==> src/verilog/spi_port_pkg.sv <==
// Shared constants and types of the serial peripheral port
package spi_port_pkg;

  localparam int BYTE_BITS = 8;
  localparam logic [2:0] LAST_BIT = 3'h7;

  // Reset values
  localparam logic [7:0] DATA_RESET = 8'h00;
  localparam logic MASTER_RESET = 1'b0;

  // Half serial period in system clocks, per rate code
  localparam logic [5:0] HALF_DIV4 = 6'h02;
  localparam logic [5:0] HALF_DIV8 = 6'h04;
  localparam logic [5:0] HALF_DIV16 = 6'h08;
  localparam logic [5:0] HALF_DIV32 = 6'h10;
  localparam logic [5:0] HALF_DIV64 = 6'h20;
  localparam logic [5:0] HALF_DIV2 = 6'h01;
  // Half period in overflow pulses for the divide-by-six codes
  localparam logic [5:0] HALF_OVF = 6'h03;

  localparam logic [2:0] RATE_UART_OVF = 3'h6;
  localparam logic [2:0] RATE_TIMER_OVF = 3'h7;

  typedef enum logic [2:0] {
    M_IDLE = 3'b001,
    M_SETUP = 3'b010,
    M_SHIFT = 3'b100
  } master_state_type;

endpackage

==> src/verilog/rate_if.sv <==
// Signals between the port engine and its clock rate generator
`timescale 1ns/100ps
interface rate_if;
  logic run;
  logic [2:0] sel;
  logic uart_ovf;
  logic timer_ovf;
  logic half_tick;
  modport gen (input run, input sel, input uart_ovf, input timer_ovf,
               output half_tick);
  modport eng (output run, output sel, output uart_ovf, output timer_ovf,
               input half_tick);
endinterface

==> src/verilog/spi_master_slave_port.sv <==
// Serial peripheral port engine: master and slave roles
`timescale 1ns/100ps
module spi_master_slave_port (
  input wire logic clk_i,
  input wire logic rst_n_i,
  // Control
  input wire logic port_enable_i,
  input wire logic select_ignore_i,
  input wire logic bit_order_i,
  input wire logic clock_polarity_i,
  input wire logic clock_phase_i,
  input wire logic [2:0] rate_select_i,
  input wire logic chain_mode_enable_i,
  input wire logic irq_enable_i,
  input wire logic master_role_wr_i,
  input wire logic master_role_val_i,
  output logic master_role_bit_o,
  // Shift data register
  input wire logic data_wr_i,
  input wire logic [spi_port_pkg::BYTE_BITS-1:0] data_wr_byte_i,
  output logic [spi_port_pkg::BYTE_BITS-1:0] rx_data_o,
  // Status
  input wire logic done_clear_i,
  input wire logic collision_clear_i,
  input wire logic mode_fault_clear_i,
  output logic transfer_done_flag_o,
  output logic write_collision_flag_o,
  output logic holding_full_flag_o,
  output logic engine_busy_flag_o,
  output logic mode_fault_flag_o,
  output logic port_irq_o,
  // Overflow pulses from other timers, same clock
  input wire logic uart_baud_gen_overflow_i,
  input wire logic timer_zero_overflow_i,
  // Pins
  input wire logic slave_select_n_i,
  input wire logic serial_clock_pin_i,
  output logic serial_clock_pin_o,
  output logic serial_clock_pin_oe_o,
  input wire logic mosi_i,
  output logic mosi_o,
  output logic mosi_oe_o,
  input wire logic miso_i,
  output logic miso_o,
  output logic miso_oe_o
);
  import spi_port_pkg::*;

  ////////////////////////////////////////////////////////////////////////////
  // Pin synchronisers: {select, clock, mosi, miso}

  logic [3:0] sync1_q;
  logic [3:0] sync2_q;
  logic ss_n_s;
  logic sclk_s;
  logic mosi_s;
  logic miso_s;

  always_ff @(posedge clk_i) begin
    if (!rst_n_i) begin
      sync1_q <= 4'hF;
      sync2_q <= 4'hF;
    end else begin
      sync1_q <= {slave_select_n_i, serial_clock_pin_i, mosi_i, miso_i};
      sync2_q <= sync1_q;
    end
  end

  assign ss_n_s = sync2_q[3];
  assign sclk_s = sync2_q[2];
  assign mosi_s = sync2_q[1];
  assign miso_s = sync2_q[0];

  ////////////////////////////////////////////////////////////////////////////
  // State

  master_state_type state_q;
  master_state_type state_d;
  logic master_q;
  logic sclk_q;
  logic sclk_prev_q;
  logic [2:0] cnt_q;
  logic first_q;
  logic active_q;
  logic [7:0] hold_q;
  logic hold_full_q;
  logic [7:0] osr_q;
  logic osr_full_q;
  logic [7:0] rx_sh_q;
  logic [7:0] rx_data_q;
  logic done_q;
  logic coll_q;
  logic fault_q;

  ////////////////////////////////////////////////////////////////////////////
  // Role selection

  logic mode_fault;
  logic is_master;
  logic slave_sel;
  logic slave_on;

  assign mode_fault = port_enable_i && !select_ignore_i && master_q &&
                      !ss_n_s;
  assign is_master = port_enable_i && master_q;
  assign slave_sel = select_ignore_i || !ss_n_s;
  assign slave_on = port_enable_i && !master_q && slave_sel;

  ////////////////////////////////////////////////////////////////////////////
  // Rate generator

  rate_if rate ();

  assign rate.run = state_q != M_IDLE;
  assign rate.sel = rate_select_i;
  assign rate.uart_ovf = uart_baud_gen_overflow_i;
  assign rate.timer_ovf = timer_zero_overflow_i;

  spi_rate_gen u_rate (
    .clk_i(clk_i),
    .rst_n_i(rst_n_i),
    .rate(rate.gen)
  );

  ////////////////////////////////////////////////////////////////////////////
  // Edge events of both roles

  logic m_edge;
  logic m_lead;
  logic m_trail;
  logic s_edge;
  logic s_lead;
  logic s_trail;
  logic lead_ev;
  logic trail_ev;
  logic sample_ev;
  logic change_ev;
  logic done_ev;
  logic in_bit;

  assign m_edge = state_q == M_SHIFT && rate.half_tick;
  assign m_lead = m_edge && (sclk_q == clock_polarity_i);
  assign m_trail = m_edge && (sclk_q != clock_polarity_i);
  // Edge detect reads only the second synchroniser stage
  assign s_edge = slave_on && (sclk_s != sclk_prev_q);
  assign s_lead = s_edge && (sclk_prev_q == clock_polarity_i);
  assign s_trail = s_edge && (sclk_prev_q != clock_polarity_i);

  assign lead_ev = is_master ? m_lead : s_lead;
  assign trail_ev = is_master ? m_trail : s_trail;
  assign sample_ev = clock_phase_i ? trail_ev : lead_ev;
  assign change_ev = clock_phase_i ? (lead_ev && !first_q) : trail_ev;
  // Byte ends on the eighth trailing edge in every mode
  assign done_ev = trail_ev && cnt_q == LAST_BIT;
  assign in_bit = is_master ? miso_s : mosi_s;

  ////////////////////////////////////////////////////////////////////////////
  // Bit position and receive assembly

  logic [2:0] pos;
  logic [7:0] mask;
  logic [7:0] rx_new;
  logic out_bit;

  assign pos = bit_order_i ? cnt_q : LAST_BIT - cnt_q;
  assign mask = 8'h01 << pos;
  assign rx_new = !sample_ev ? rx_sh_q :
                  in_bit ? (rx_sh_q | mask) : (rx_sh_q & ~mask);
  assign out_bit = osr_q[pos];

  ////////////////////////////////////////////////////////////////////////////
  // Master sequencer

  logic start_master;

  assign start_master = is_master && osr_full_q && !mode_fault;

  always_comb begin
    state_d = state_q;
    unique case (state_q)
      M_IDLE: begin
        if (start_master) begin
          state_d = M_SETUP;
        end
      end
      M_SETUP: begin
        // Half a bit here, then half a bit in M_SHIFT: a full bit of setup before the first clock edge
        if (rate.half_tick) begin
          state_d = M_SHIFT;
        end
      end
      M_SHIFT: begin
        if (done_ev) begin
          state_d = M_IDLE;
        end
      end
    endcase
    if (mode_fault || !is_master) begin
      state_d = M_IDLE;
    end
  end

  always_ff @(posedge clk_i) begin
    if (!rst_n_i) begin
      state_q <= M_IDLE;
    end else begin
      state_q <= state_d;
    end
  end

  // Serial clock toggles on each half tick while shifting
  always_ff @(posedge clk_i) begin
    if (!rst_n_i) begin
      sclk_q <= 1'b0;
    end else if (state_q != M_SHIFT) begin
      sclk_q <= clock_polarity_i;
    end else if (m_edge) begin
      sclk_q <= !sclk_q;
    end
  end

  ////////////////////////////////////////////////////////////////////////////
  // Bit counter, shared by both roles

  logic restart;

  // Slave phase 0 frames each byte with the select line
  assign restart = is_master ? (state_q == M_IDLE) : !slave_on;

  always_ff @(posedge clk_i) begin
    if (!rst_n_i) begin
      cnt_q <= 3'h0;
      first_q <= 1'b1;
      active_q <= 1'b0;
      sclk_prev_q <= 1'b1;
      rx_sh_q <= DATA_RESET;
    end else begin
      sclk_prev_q <= sclk_s;
      rx_sh_q <= rx_new;
      if (restart || done_ev) begin
        // Select may stay low in phase 1; count restarts per byte
        cnt_q <= 3'h0;
        first_q <= 1'b1;
        active_q <= 1'b0;
      end else begin
        if (lead_ev) begin
          first_q <= 1'b0;
          active_q <= 1'b1;
        end
        if (change_ev) begin
          cnt_q <= cnt_q + 3'h1;
        end
      end
    end
  end

  ////////////////////////////////////////////////////////////////////////////
  // Holding buffer and output shifter

  logic wr_ok;
  logic wr_coll;
  logic move;
  logic chain_reload;

  assign wr_ok = data_wr_i && !hold_full_q;
  assign wr_coll = data_wr_i && hold_full_q;
  assign move = hold_full_q && !osr_full_q;
  assign chain_reload = done_ev && !is_master && chain_mode_enable_i;

  always_ff @(posedge clk_i) begin
    if (!rst_n_i) begin
      hold_q <= DATA_RESET;
      hold_full_q <= 1'b0;
      osr_q <= DATA_RESET;
      osr_full_q <= 1'b0;
    end else begin
      if (wr_ok) begin
        hold_q <= data_wr_byte_i;
        hold_full_q <= 1'b1;
      end else if (move) begin
        hold_full_q <= 1'b0;
      end
      if (chain_reload) begin
        // Copy of the byte just received goes out next group
        osr_q <= rx_new;
        osr_full_q <= 1'b1;
      end else if (done_ev) begin
        osr_full_q <= 1'b0;
      end else if (move) begin
        osr_q <= hold_q;
        osr_full_q <= 1'b1;
      end
    end
  end

  ////////////////////////////////////////////////////////////////////////////
  // Receive buffer and master role bit

  always_ff @(posedge clk_i) begin
    if (!rst_n_i) begin
      rx_data_q <= DATA_RESET;
      master_q <= MASTER_RESET;
    end else begin
      if (done_ev) begin
        rx_data_q <= rx_new;
      end
      if (mode_fault) begin
        master_q <= 1'b0;
      end else if (master_role_wr_i) begin
        master_q <= master_role_val_i;
      end
    end
  end

  ////////////////////////////////////////////////////////////////////////////
  // Sticky flags; a setting event beats a same-cycle clear

  always_ff @(posedge clk_i) begin
    if (!rst_n_i) begin
      done_q <= 1'b0;
      coll_q <= 1'b0;
      fault_q <= 1'b0;
    end else begin
      done_q <= done_ev || mode_fault || (done_q && !done_clear_i);
      coll_q <= wr_coll || (coll_q && !collision_clear_i);
      fault_q <= mode_fault || (fault_q && !mode_fault_clear_i);
    end
  end

  ////////////////////////////////////////////////////////////////////////////
  // Outputs

  // Master samples the synchronised input, so the fastest rate
  // leaves little margin against the far end's output delay.
  assign serial_clock_pin_o = sclk_q;
  assign serial_clock_pin_oe_o = is_master;
  assign mosi_o = out_bit;
  assign mosi_oe_o = is_master;
  assign miso_o = out_bit;
  assign miso_oe_o = slave_on;

  assign master_role_bit_o = master_q;
  assign rx_data_o = rx_data_q;
  assign transfer_done_flag_o = done_q;
  assign write_collision_flag_o = coll_q;
  assign holding_full_flag_o = hold_full_q;
  assign mode_fault_flag_o = fault_q;
  assign engine_busy_flag_o = state_q != M_IDLE || active_q ||
                              osr_full_q || hold_full_q;
  assign port_irq_o = irq_enable_i && (done_q || fault_q);

endmodule

==> src/verilog/spi_rate_gen.sv <==
// Serial clock rate generator: one tick per half serial period
`timescale 1ns/100ps
module spi_rate_gen
  import spi_port_pkg::*;
(
  input wire logic clk_i,
  input wire logic rst_n_i,
  rate_if.gen rate
);

  logic [5:0] cnt_q;
  logic [5:0] cnt_d;
  logic [5:0] half;
  logic ovf_mode;
  logic ovf_pulse;
  logic step;
  logic wrap;

  assign half = (rate.sel == 3'h0) ? HALF_DIV4 :
                (rate.sel == 3'h1) ? HALF_DIV8 :
                (rate.sel == 3'h2) ? HALF_DIV16 :
                (rate.sel == 3'h3) ? HALF_DIV32 :
                (rate.sel == 3'h4) ? HALF_DIV64 :
                (rate.sel == 3'h5) ? HALF_DIV2 : HALF_OVF;
  assign ovf_mode = rate.sel == RATE_UART_OVF || rate.sel == RATE_TIMER_OVF;
  assign ovf_pulse = (rate.sel == RATE_UART_OVF) ? rate.uart_ovf :
                     rate.timer_ovf;
  assign step = ovf_mode ? ovf_pulse : 1'b1;
  assign wrap = step && (cnt_q == half - 6'h01);
  assign cnt_d = !rate.run ? 6'h00 :
                 wrap ? 6'h00 :
                 step ? cnt_q + 6'h01 : cnt_q;
  assign rate.half_tick = rate.run && wrap;

  // Cleared while idle, so every frame opens with a full half period
  always_ff @(posedge clk_i) begin
    if (!rst_n_i) begin
      cnt_q <= 6'h00;
    end else begin
      cnt_q <= cnt_d;
    end
  end

endmodule
==> config.mk <==
export PLATFORM = sky130hd
export DESIGN_NAME = spi_master_slave_port
export DESIGN_NICKNAME = d
export VERILOG_FILES = /design/src/verilog/spi_port_pkg.sv /design/src/verilog/rate_if.sv /design/src/verilog/spi_master_slave_port.sv /design/src/verilog/spi_rate_gen.sv
export SDC_FILE = /design/constraint.sdc
export NUM_CORES = 1
export LEC_CHECK = 0
export BUFFER_PORTS_ARGS = -buffer_cell sky130_fd_sc_hd__buf_2
export CAP_MARGIN = 20
export CORE_MARGIN = 8
export CORE_UTILIZATION = 30
export CTS_CLUSTER_SIZE = 8
export DETAILED_ROUTE_END_ITERATION = 10
export PLACE_DENSITY = 0.56
export SLEW_MARGIN = 20
export SYNTH_ARGS = -nofsm -noshare
export SYNTH_HDL_FRONTEND = slang
export SYNTH_SLANG_ARGS = --single-unit
export TNS_END_PERCENT = 1
==> constraint.sdc <==
create_clock -name clk_i -period 6.97 [get_ports clk_i]
set_clock_uncertainty 0.05 [all_clocks]
set_input_delay 0.3485 -clock clk_i [delete_from_list [all_inputs] [get_ports clk_i]]
set_output_delay 0.3485 -clock clk_i [all_outputs]
set_load 0.01 [all_outputs]
==> metrics.md <==
| Metric | Value |
|---|---|
| Status | `finished, final reports clean` |
| DRT iter0 DRCs | `144` |
| Tmin final | `3.231 ns` |
| Leakage Power | `between 1 and 1.5 nW` |
| CTS Root Cell | `clkbuf_16` |
| Post-CTS Setup Inserts | `0` |
| DP HPWL | `7390 um` |
| Average wire per standard cell | `16.12 um` |
| Vias in the first global route | `3281` |
| Most common cell after layout, fill and taps aside | `dfxtp_1` |
| Syn avg cell area | `8.056 um^2` |
| Clock-pin slew on the worst setup and hold paths | `0.05 ns` |
| Post-route setup slack | `3.739 ns` |
| Simple-Gate Fraction of Synth Area | `0.2694` |
| Post-synthesis cell type count | `65` |
| Critical Path RT | `approximately 7.1 ns` |
| Reg2Reg Depth | `7` |
| Global-route wire length before repair | `16280 um` |
| Hold Vio Cnt, Final | `0` |
| WHS | `0.1541 ns` |
| Crit. End Element | `register` |
| CP max FO | `15` |
| Ranking of synthesized cells by area | `dfxtp_1, nand2_1, a21oi_1, nand3_1, o21ai_0` |
| Mapped Nets | `462` |
| Met3 WL post-DR | `626 um` |
| Antenna viol nets, final | `0` |
| Buffers added on ports | `52` |
| Post-cts resize count | `0` |
| Max clock buf depth | `2` |
| Rows | `39` |
| Die width | `123.0 um` |
| VDD IR max | `113.6 uV` |
| Post-synthesis mux area share | `0.01932` |
| Worst hold start | `slave_select_n_i` |
| Worst setup path category | `reg2reg` |
| Maximum operating frequency | `0.3095 GHz` |
| Core area | `11270 um^2` |
| Reg2reg start | `master_role_bit_o$_SDFFE_PP0P_` |
| Drt first pass iters | `4` |
| Largest family of logic cells by synthesized area | `simple AND/OR/NAND/NOR gates` |
| Worst hold path type | `in2reg` |
| Drt drc | `0` |
| Hold depth | `2` |
| Initial Util | `0.3045` |
| Seq cells post-synth | `62` |
| Die area | `15120 um^2` |
| NumNets Final | `between 500 and 600` |
| RSZ-0062 raised after global routing | `no` |
| Post-synthesis cell count | `426` |
| Fin area | `4043 um^2` |
| WL met2 | `~4400 um` |
| Placed insts | `598` |
| # IOs | `53` |
| Met1 Wirelength | `~4600 um` |
| Latest clock arrival within the worst-skew pair | `0.32 ns` |
| Number of max-cap violations | `0` |
| Largest net degree at the start of global routing | `33` |
| Power Density | `211.4 nW/um^2` |
| Die height | `123.0 um` |
| H-tree depth | `3` |
| Synth area leader | `dfxtp_1` |
| CTS buffer count | `9` |
| GPL Wtd Cong | `0.8921` |
| Yosys Warn Count | `0` |
| Sequential element share of the synthesized area | `0.3616` |
| CP arrival | `approximately 3.4 ns` |
| Slew HR | `0.4099` |
| XOR/XNOR Fraction of Synth Area | `0.03573` |
| Initial antenna violation count | `0` |
| Setup violators final | `0` |
| CTS sink count | `between 60 and 70` |
| Tot Pwr | `around 0.85 mW` |
| Synth top area share | `0.3616` |
| Top Layer Used | `met4` |
| Most frequent cells in the layout | `dfxtp_1, nand2_1, buf_2` |
| Total Wirelength | `about 9900 um` |
| Area delta synth->final | `17.79%` |
| Ant. Diodes | `0` |
| FF-to-FF End | `osr_q[6]$_SDFFE_PN0P_` |
| Startpoint types | `register` |
| Via Count | `3352` |
| Worst slew pin tran | `0.8792 ns` |
| Prevailing post-synth register cell | `dfxtp_1` |
| Post-route clock period utilization | `0.4636` |
| Synth Area in Adders | `0.01458` |
| GRT overflow | `0` |
| Worst R2R Setup Slack | `between 3 and 4 ns` |
| Setup WS pre-CTS | `3.525 ns` |
| Layout cells sized above 1 | `0.1702` |
| Non-Filler Instances | `slightly above 600` |
| Asr flop ratio synth | `0` |
| Core Util, Final | `0.3586` |
| Hold path endpoint | `sync1_q[3]$_SDFF_PN1_` |
| Hold Buf Count CTS | `0` |
| Count of final max-slew check failures | `0` |
| All-Layer GR Usage | `0.1360` |
| Synth Area in Compound Gates | `0.2581` |
| Placed inst area | `about 3800 um^2` |
| Post-synth EDFFs | `0` |
| Vias per cell | `5.468` |
| Setup TNS | `0 ns` |
| CTS tree | `built` |
| Cell Area, Synth | `3432 um^2` |
==> cells in the mapped netlist, types with 7 or more instances <==
cell type,count
clkbuf_1,15
inv_1,7
a21oi_1,30
nor2_1,27
o21ai_0,24
nand2_1,55
nor3_1,13
xor2_1,8
o21a_1,8
or4_1,8
nand2b_1,14
dfxtp_1,62
a31oi_1,7
a211oi_1,16
nand3_1,24
==> cell families (layout without fill, tap and decap cells) <==
family	after synthesis	count (layout)
and+or+nand+nor	179	179
AOI/OAI and AO/OA	129	129
DFF	62	62
buffers and inverters	32	76
xor gates and xnor gates	14	14
muxes	6	6
adders and majority gates	4	4
==> final cells by class <==
cell class / instances / area (um^2)
clock inverter: 1 / 5.005
multi-input combinational: 332 / 2056
clock buffer: 14 / 264.0
fill: 1147 / 7229
tap: 143 / 178.9
sequential: 62 / 1241
timing repair buffer: 53 / 267.8
inverter: 8 / 30.03
==> worst max-delay path: stages (launching register included) <==
cell and delay (ns):
dfxtp_1 0.37, nand2_1 0.32, inv_1 0.56, nand2_1 0.16
a32oi_1 0.40, o211ai_1 0.25, a2111oi_1 0.81, a211oi_1 0.16
==> sequential cells by signal, indices dropped and copies added, names as in the netlist, 3 cells and up <==
signal / cells
u_rate.cnt_q: 6
rx_sh_q: 8
hold_q: 8
rx_data_o: 8
cnt_q: 3
osr_q: 8
sync2_q: 4
sync1_q: 4
state_q: 3
==> power breakdown <==
| part | total [mW] | switching [mW] | leakage [nW] | internal, mW |
|---|---|---|---|---|
| sequential | 0.370 | 0.00596 | 0.504 | 0.364 |
| combinational | 0.0784 | 0.0493 | 0.832 | 0.0291 |
| clock | 0.406 | 0.149 | 0.133 | 0.257 |
| total | 0.854 | 0.204 | 1.47 | 0.650 |
==> per-layer routing <==
metal | vias to the layer above | global-route usage
li1 | 1661 | -
met1 | 1559 | 0.1751
met2 | 117 | 0.2066
met3 | 15 | 0.03059
met4 | 0 | 0.07616
met5 | - | 0
==> worst max-delay path by stage <==
stage / start / end / slack [ns] / cells past startpoint
after floorplan: rate_select_i[1] / osr_q[5]$_SDFFE_PN0P_ / 4.10 / 12
after global placement: rate_select_i[0] / osr_q[6]$_SDFFE_PN0P_ / 3.57 / 11
after detailed placement: rate_select_i[0] / osr_q[6]$_SDFFE_PN0P_ / 3.52 / 11
after CTS: master_role_bit_o$_SDFFE_PP0P_ / osr_q[6]$_SDFFE_PN0P_ / 3.77 / 7
after global routing: master_role_bit_o$_SDFFE_PP0P_ / osr_q[6]$_SDFFE_PN0P_ / 3.36 / 7
final: master_role_bit_o$_SDFFE_PP0P_ / osr_q[6]$_SDFFE_PN0P_ / 3.74 / 7
Note: power is estimated with default switching activity, not from simulation.
